--- src/indirect_io_pkg.sv ---
/*
 Shared constants for the indirect IO register window: IO offsets, field
 positions, reset values and target encodings.
 Assumes nothing beyond a SystemVerilog compiler.
*/
`default_nettype none
package indirect_io_pkg;
	localparam logic [2:0]  ADDR_OFFSET        = 3'h0;
	localparam logic [2:0]  WINDOW_OFFSET      = 3'h4;
	localparam logic [31:0] ADDR_RESET         = 32'h0000_0000;
	localparam logic [31:0] WINDOW_RESET       = 32'h0000_0000;
	localparam int          OFFSET_LSB         = 2;
	localparam int          OFFSET_MSB         = 31;
	localparam int          TARGET_LSB         = 0;
	localparam int          TARGET_MSB         = 1;
	localparam logic [1:0]  TARGET_REGS        = 2'h0;
	localparam logic [1:0]  TARGET_TABLE       = 2'h1;
	localparam logic [3:0]  BYTES_FULL         = 4'hf;
	localparam logic [3:0]  BYTES_NONE         = 4'h0;
endpackage
`default_nettype wire

--- src/io_write_qualifier.sv ---
/*
 Small decoder: classifies a host IO cycle by port and width.
 Assumes byte enables and address arrive on the core clock.
*/
`default_nettype none
module io_write_qualifier (
	input  wire logic [2:0] io_addr_in,
	input  wire logic [3:0] io_be_in,
	output logic            hit_addr_out,
	output logic            hit_window_out,
	output logic            full_out
);
	// ----------------------------------------
	// Port and width decode
	// ----------------------------------------
	assign hit_addr_out   = (io_addr_in[2] == indirect_io_pkg::ADDR_OFFSET[2]);
	assign hit_window_out = (io_addr_in[2] == indirect_io_pkg::WINDOW_OFFSET[2]);
	assign full_out       = (io_be_in == indirect_io_pkg::BYTES_FULL);
endmodule
`default_nettype wire

--- src/indirect_io_register_window.sv ---
/*
 Indirect IO access port: an address register and a data window that forward
 host IO cycles into the internal register space or the translation table.
 Assumes a single core clock; the internal side answers with a one-cycle
 done pulse, and the host holds a cycle until io_ready_out.
*/
`default_nettype none
module indirect_io_register_window (
	input  wire logic        clk_in,
	input  wire logic        reset_in,
	input  wire logic        io_req_in,
	input  wire logic        io_write_in,
	input  wire logic [2:0]  io_addr_in,
	input  wire logic [3:0]  io_be_in,
	input  wire logic [31:0] io_wdata_in,
	output logic             io_ready_out,
	output logic [31:0]      io_rdata_out,
	output logic             int_req_out,
	output logic             int_write_out,
	output logic             int_table_out,
	output logic [29:0]      int_offset_out,
	output logic [31:0]      int_wdata_out,
	output logic [3:0]       int_be_out,
	input  wire logic        int_done_in,
	input  wire logic [31:0] int_rdata_in
);
	// ----------------------------------------
	// State
	// ----------------------------------------
	typedef enum logic [2:0] {
		ST_IDLE = 3'b001,
		ST_WAIT = 3'b010,
		ST_DONE = 3'b100
	} phase_t;

	typedef struct packed {
		phase_t      phase;
		logic [31:0] addr;
		logic [31:0] window;
		logic        ready;
		logic [31:0] rdata;
		logic        ireq;
		logic        iwrite;
		logic        itable;
		logic [29:0] ioffset;
		logic [31:0] iwdata;
		logic [3:0]  ibe;
	} state_t;

	state_t s_q;
	state_t s_d;

	logic hit_addr;
	logic hit_window;
	logic full;

	io_write_qualifier qual (
		.io_addr_in     (io_addr_in),
		.io_be_in       (io_be_in),
		.hit_addr_out   (hit_addr),
		.hit_window_out (hit_window),
		.full_out       (full)
	);

	// ----------------------------------------
	// Cycle decode
	// ----------------------------------------
	logic        take_addr;
	logic        take_window;
	logic        take_other;
	logic        addr_load;
	logic [1:0]  held_target;
	logic        held_table;
	logic [29:0] held_offset;

	assign take_addr   = io_req_in && hit_addr;
	// A window cycle with no byte enabled has nothing to forward
	assign take_window = io_req_in && hit_window && (io_be_in != indirect_io_pkg::BYTES_NONE);
	assign take_other  = io_req_in && !take_addr && !take_window;
	// Only a full dword write may change the address port
	assign addr_load   = take_addr && io_write_in && full;
	assign held_target = s_q.addr[indirect_io_pkg::TARGET_MSB:indirect_io_pkg::TARGET_LSB];
	assign held_table  = (held_target == indirect_io_pkg::TARGET_TABLE);
	assign held_offset = s_q.addr[indirect_io_pkg::OFFSET_MSB:indirect_io_pkg::OFFSET_LSB];

	// ----------------------------------------
	// Completion
	// ----------------------------------------
	logic        wait_done;
	logic        read_done;
	logic        write_done;

	assign wait_done  = (s_q.phase == ST_WAIT) && int_done_in;
	assign read_done  = wait_done && !s_q.iwrite;
	assign write_done = wait_done && s_q.iwrite;

	// ----------------------------------------
	// Byte lanes
	// ----------------------------------------
	logic [31:0] read_lanes;
	logic [31:0] write_lanes;

	// Disabled lanes keep the byte the window already holds
	for (genvar lane = 0; lane < 4; lane++) begin : g_lane
		assign read_lanes[8*lane +: 8]  = s_q.ibe[lane] ? int_rdata_in[8*lane +: 8] : s_q.window[8*lane +: 8];
		assign write_lanes[8*lane +: 8] = s_q.ibe[lane] ? s_q.iwdata[8*lane +: 8] : s_q.window[8*lane +: 8];
	end

	// ----------------------------------------
	// Next state
	// ----------------------------------------
	always_comb begin
		s_d       = s_q;
		s_d.ready = 1'b0;
		unique case (s_q.phase)
			ST_IDLE: begin
				if (take_addr) begin
					if (addr_load) begin
						s_d.addr = io_wdata_in;
					end
					if (!io_write_in) begin
						s_d.rdata = s_q.addr;
					end
					s_d.ready = 1'b1;
					s_d.phase = ST_DONE;
				end else if (take_window) begin
					s_d.ireq    = 1'b1;
					s_d.iwrite  = io_write_in;
					s_d.ioffset = held_offset;
					// Reads always go to registers; writes follow the target field
					s_d.itable  = io_write_in && held_table;
					s_d.iwdata  = io_wdata_in;
					s_d.ibe     = io_be_in;
					s_d.phase   = ST_WAIT;
				end else if (take_other) begin
					s_d.rdata = 32'h0000_0000;
					s_d.ready = 1'b1;
					s_d.phase = ST_DONE;
				end
			end
			ST_WAIT: begin
				if (wait_done) begin
					s_d.ireq  = 1'b0;
					s_d.ready = 1'b1;
					s_d.phase = ST_DONE;
				end
				if (read_done) begin
					s_d.window = read_lanes;
					s_d.rdata  = read_lanes;
				end
				if (write_done) begin
					s_d.window = write_lanes;
				end
			end
			ST_DONE: begin
				s_d.phase = ST_IDLE;
			end
		endcase
	end

	// ----------------------------------------
	// Registers
	// ----------------------------------------
	always_ff @(posedge clk_in or posedge reset_in) begin
		if (reset_in) begin
			s_q.phase   <= ST_IDLE;
			s_q.addr    <= indirect_io_pkg::ADDR_RESET;
			s_q.window  <= indirect_io_pkg::WINDOW_RESET;
			s_q.ready   <= 1'b0;
			s_q.rdata   <= 32'h0000_0000;
			s_q.ireq    <= 1'b0;
			s_q.iwrite  <= 1'b0;
			s_q.itable  <= 1'b0;
			s_q.ioffset <= 30'h0000_0000;
			s_q.iwdata  <= 32'h0000_0000;
			s_q.ibe     <= 4'h0;
		end else begin
			s_q <= s_d;
		end
	end

	// ----------------------------------------
	// Outputs
	// ----------------------------------------
	assign io_ready_out   = s_q.ready;
	assign io_rdata_out   = s_q.rdata;
	assign int_req_out    = s_q.ireq;
	assign int_write_out  = s_q.iwrite;
	assign int_table_out  = s_q.itable;
	assign int_offset_out = s_q.ioffset;
	assign int_wdata_out  = s_q.iwdata;
	assign int_be_out     = s_q.ibe;
endmodule
`default_nettype wire

--- config.mk ---
export PLATFORM = sky130hd
export DESIGN_NAME = indirect_io_register_window
export DESIGN_NICKNAME = d
export VERILOG_FILES = /design/src/indirect_io_pkg.sv /design/src/io_write_qualifier.sv /design/src/indirect_io_register_window.sv
export SDC_FILE = /design/constraint.sdc
export NUM_CORES = 1
export LEC_CHECK = 0
export BUFFER_PORTS_ARGS = -buffer_cell sky130_fd_sc_hd__buf_2
export CAP_MARGIN = 20
export CORE_UTILIZATION = 55
export DETAILED_ROUTE_END_ITERATION = 7
export GPL_TIMING_DRIVEN = 0
export HOLD_SLACK_MARGIN = 0.05
export MAX_ROUTING_LAYER = met4
export PLACE_DENSITY = 0.91
export REMOVE_ABC_BUFFERS = 1
export SLEW_MARGIN = 5
export SYNTH_ARGS = -nofsm -noshare
export SYNTH_HDL_FRONTEND = slang
export SYNTH_SLANG_ARGS = --single-unit
--- constraint.sdc ---
create_clock -name clk_in -period 7.5 [get_ports clk_in]
set_clock_uncertainty 0.05 [all_clocks]
set_input_delay 1.125 -clock clk_in [delete_from_list [all_inputs] [get_ports clk_in]]
set_output_delay 1.125 -clock clk_in [all_outputs]
set_load 0.01 [all_outputs]
**Yosys cells after proc, flatten, opt, wreduce, memory -nomap -nowiden**

Index checks and enable logic that the tools add are counted.

- Register bits after elaboration: 169
- Input port bits: 76
- Output and inout bits: 102
- Logic and storage cells: 83

- Reduce and logical (&&, ||, !) cells: 26
- Bitwise operators: 2
- Equality and inequality tests: 17
- Muxes and demuxes: 24

Operators with widths:

| operator | count |
|---|---|
| 69-bit 2-to-1 mux | 2 |
| 33-bit 2-to-1 mux | 3 |
| 32-bit 2-to-1 mux | 3 |
| 34-bit case mux with 2 select lines | 1 |
| 8-bit 2-to-1 mux | 8 |
| 3-bit AND reduction | 6 |
| 2-bit != test (second input constant) | 8 |
| 3-bit 2-to-1 mux | 4 |
| 1-bit logical AND | 11 |
| 3-bit != test (second input constant) | 3 |
| 3-bit case mux with 3 select lines | 1 |
| 5-bit AND reduction | 1 |
| 4-bit equality test (second input constant) | 1 |
| 4-bit != test (second input constant) | 1 |
| 4-bit AND reduction | 1 |
| 2-bit nonzero test | 2 |
| 4-bit nonzero test | 1 |
| 3-bit by 1-bit equality test with 1-bit output (second input constant) | 1 |
| 3-bit by 2-bit equality test with 1-bit output (second input constant) | 1 |
| 3-bit equality test (second input constant) | 1 |
| 1-bit logical NOT | 3 |
| 2-bit by 1-bit equality test with 1-bit output (second input constant) | 1 |
| 1-bit 2-to-1 mux | 2 |
| 1-bit NOT | 2 |
| 2-bit AND reduction | 1 |

**Longest topological paths before layout**

- Depth after elaboration: 9
- Gate-level depth with buffers: 7
- Gate-level depth less buffers: 4

**By module**

Synthesis repeated with hierarchy kept, for this count alone.

- Cell total of the unflattened synthesis: 642
- Area, all modules: 8250.4 sq um

Modules (own cells, without submodules):

| module | times used | cells an instance | area each (sq um) |
|---|---|---|---|
| indirect_io_register_window | 1 | 639 | 8230.4 |
| io_write_qualifier | 1 | 3 | 20.0 |

**Least setup slack after synthesis**

OpenSTA, ideal clock, no wires.

- Path kind: in2reg
- Start point: in io_be_in[0]
- End point: reg s_q (netlist bit io_rdata_out[0])
- Arrival time: 2.445 ns
- Setup slack: 4.880 ns
- Cell stages on the path: 5
- Required time: 7.325 ns
- Path buffers: 1
- Path through: o41a_1 o22ai_2 o311ai_4 buf_6 mux2_4

- Longest elaborated chain between the ends: 6
- Elaborated cells on any way between the ends: 7
- Those cells by class: 2 x eq/ne; 5 x reduce/logical

Ends and longest elaborated chain:

| element | RTL line | RTL |
|---|---|---|
| start: declaration | indirect_io_register_window.sv:14 | `input wire logic [3:0] io_be_in,` |
| 4-bit nonzero test (*) | indirect_io_register_window.sv:78 | `assign take_window = io_req_in && hit_window && (io_be_in != indirect_io_pkg::BYTES_NONE);` |
| 1-bit logical AND (*) | indirect_io_register_window.sv:78 |  |
| 1-bit logical NOT | indirect_io_register_window.sv:79 | `assign take_other = io_req_in && !take_addr && !take_window;` |
| 1-bit logical AND | indirect_io_register_window.sv:79 |  |
| 3-bit != test (no line) | - |  |
| 5-bit AND reduction (no line) (*) | - |  |
| end: declaration | indirect_io_register_window.sv:50 | `state_t s_q;` |

Every way passes the cells marked *; elsewhere a longest branch is shown, timed or not.
A chain may end at the register's enable or synchronous reset.

**Worst setup path in the final report**

- Start point: in io_req_in
- End point: reg s_q (netlist bit held_offset[17])

- Longest elaborated chain between the ends: 4

Ends and longest elaborated chain:

| element | RTL line | RTL |
|---|---|---|
| start: declaration | indirect_io_register_window.sv:11 | `input wire logic io_req_in,` |
| 1-bit logical AND (*) | indirect_io_register_window.sv:76 | `assign take_addr = io_req_in && hit_addr;` |
| 1-bit logical AND (2 in series) | indirect_io_register_window.sv:81 | `assign addr_load = take_addr && io_write_in && full;` |
| 3-bit AND reduction (no line) (*) | - |  |

Marked as above.

==> run metrics <==
Remaining DRCs=0; CTS clk-pin slew, worst paths=0.06 ns; vias in the first global route=5396; status=finished clean; Post-Syn Area per Cell=12.9 um2; Clock Path Buffers=2; Initial Util=56.5%; CTS tree=built; met2 Use GR=39.6%; Max Clk Rate=337 MHz; Worst Setup End Kind=flip-flop; Worst Setup Start Kind=primary input; #FFs+latches synth=169; synthesis warning total=0; Setup-failing EPs final=0; Post-synth top flop=dfrtp_1; Post-CTS Resized=0; overall routing resource usage=24.5%; Yosys top cell area share=51.2%; Rows=44; EDFF count, synth=0; grt ovf=0; post-route ant nets=0; gpl congestion=0.765; crit path time final=2.97 ns; Peak VDD IR=0.240 mV; RSZ-0062 raised after global routing=no; FILL cells=1082; Num CTS Buffers=17; hold crit path type=flip-flop to flip-flop; crit share post-route=39.6%; critical path cell sequence=buf_2 -> nand3b_4 -> nor3_4 -> and3_2 -> buf_16 -> mux2_2; IO Port Bufs=175; CP peak stage delay=0.64 ns; Leak Pwr=4.83 nW; synthesized area=8210 um2; Hold-fix buffers, CTS=0; max-slew violations=0; Critical Path RT=7.76 ns; sequential share of the synthesized area=51.5%; top cells by area, synth=dfrtp_1 51%, mux2_2 14%, buf_4 9.2%; fraction of registers with async set/reset=100%; drt total wl=17200 um; core area=14500 um2; Mapped Cells=635; global-route wire length before repair=28600 um; GRT busiest layer=met2; 1st-pass router iterations=4; Slowest-stage cell, CP=and3_2; largest area contributor in the netlist=dfrtp_1; initial DRC count=227; Die Ht=124 um; wire per inst=19.0 um; Die X=124 um; GRT met3 Usage=5.78%; pin count of the biggest net entering global routing=104; Design Power=3.24 mW; setup TNS=0 ns; arrival time at the worst endpoint=3.22 ns; H-tree levels=4; die area=15400 um2; reported max-cap violation count=0; cell area after layout=9290 um2; DR vias/cell=5.57; Sink Count=169; Root Driver=clkbuf_16; crit path max fanout=18; Pwr per Cell Area=349 nW/um2; Vias=5044; slew of the pin with the lowest slew margin=0.712 ns; initial antenna violation count=2; Worst slew margin=52.4%; Area after DPL=8650 um2; fin nets=782; met1 GRT Util=30.7%; worst-skew pair later-pin latency=0.42 ns; num ports=178; layout cells sized above 1=49.8%; Layout area overhead=13.1%; post-CTS setup buffer count=0; post-synth cell types=31; Crit Path Class=primary input to flip-flop; dpl hpwl=11500 um; Hold Fails Final Rpt=0
==> state kept, by name (all words and copies together) (netlist names) <==
register,count
int_wdata_out,32
int_write_out,1
int_be_out,4
held_offset,30
io_ready_out,1
int_offset_out,30
int_table_out,1
s_q,35
int_req_out,1
io_rdata_out,32
held_target,2
==> final timing paths <==
check	start	end	slack, ns	depth (start not counted)
max in group asynchronous	reset_in	int_write_out$_DFFE_PP0P_	5.84	3
hold reg to reg	int_req_out$_DFFE_PP0P_	int_req_out$_DFFE_PP0P_	0.43	2
setup / recovery	io_req_in	held_offset[17]$_DFFE_PP0P_	4.53	6
hold / removal	int_req_out$_DFFE_PP0P_	int_req_out$_DFFE_PP0P_	0.43	2
min in group asynchronous	reset_in	int_offset_out[15]$_DFFE_PP0P_	0.67	2
setup reg to reg	s_q[166]$_DFFE_PP1P_	held_offset[17]$_DFFE_PP0P_	4.80	5
==> where the power goes <==
group | switching (mW) | leakage [nW] | internal [mW] | total (mW)
Combinational | 0.416 | 2.26 | 0.473 | 0.889
Clock | 0.386 | 0.307 | 0.565 | 0.951
Sequential | 0.243 | 2.26 | 1.16 | 1.40
Total | 1.04 | 4.83 | 2.20 | 3.24
==> cells in the mapped netlist, types with 2 or more instances <==
cell,number
a21oi_1,2
buf_1,4
buf_2,10
buf_4,101
buf_6,3
clkbuf_1,15
dfrtp_1,168
inv_1,3
mux2_2,101
mux2_4,30
mux2i_1,64
nand2_1,38
nand3_1,6
nand3b_1,3
nor2_1,4
nor3b_1,2
o21ai_0,34
o2bb2ai_1,33
o31ai_1,2
==> layer usage <==
metal  wire, um  vias up
li1           -     2303
met1       7530     2567
met2       8560      153
met3        823       21
met4        265        0
met5          0        -
==> per-stage QoR <==
stage | worst slack, ns | hold WS (ns) | utilization, % | instances
2_1_floorplan | 1.75 | 0.399 | - | 501
3_3_place_gp | -0.149 | 0.411 | 57.8 | 860
3_5_place_dp | 4.06 | 0.420 | 59.5 | 871
4_1_cts | 4.52 | 0.435 | 63.9 | 903
5_1_grt | 4.43 | 0.459 | 63.9 | 905
6_report | 4.53 | 0.433 | 63.9 | 905
==> area by class of cell <==
class / count / area [um2] / share of cell area (%)
Sequential cell: 169 / 4230 / 45.5
Antenna cell: 2 / 5.00 / 0.0539
Multi-Input combinational cell: 329 / 3070 / 33.1
Inverter: 3 / 18.8 / 0.202
Clock buffer: 17 / 425 / 4.58
Timing Repair Buffer: 186 / 1100 / 11.8
Clock inverter: 15 / 213 / 2.29
Tap cell: 184 / 230 / 2.48
==> cells by family (layout without fill, tap and decap cells) <==
family / Yosys count / count (layout) / share of synthesized area, %
mux: 195 / 195 / 27.1
compound gates: 76 / 76 / 6.69
flops: 169 / 169 / 51.5
simple gates: 58 / 58 / 3.37
buf+inv: 137 / 221 / 11.3
other cells: 0 / 2 / 0
==> placed cells by master, fill, tap and decap left out, types with 2 or more instances in the layout <==
| cell | instances |
|---|---|
| mux2_4 | 30 |
| inv_6 | 4 |
| mux2i_1 | 64 |
| nand3b_1 | 3 |
| nor3b_1 | 2 |
| clkinv_4 | 3 |
| inv_8 | 2 |
| clkinvlp_4 | 2 |
| a21oi_1 | 2 |
| o21ai_0 | 34 |
| bufinv_16 | 4 |
| o31ai_1 | 2 |
| inv_1 | 2 |
| nand3_1 | 5 |
| dfrtp_1 | 167 |
| nand2_1 | 38 |
| buf_2 | 175 |
| buf_8 | 6 |
| buf_16 | 4 |
| o2bb2ai_1 | 33 |
| nor2_1 | 4 |
| diode_2 | 2 |
| mux2_2 | 101 |
| clkbuf_16 | 17 |
==> critical path, delay by kind of cell <==
family	cells	cell delay, ns
AND/OR/NAND/NOR	3	1.30
buffers and inverters	2	0.43
multiplexers	1	0.35
Note: power is estimated with default switching activity, not from simulation.
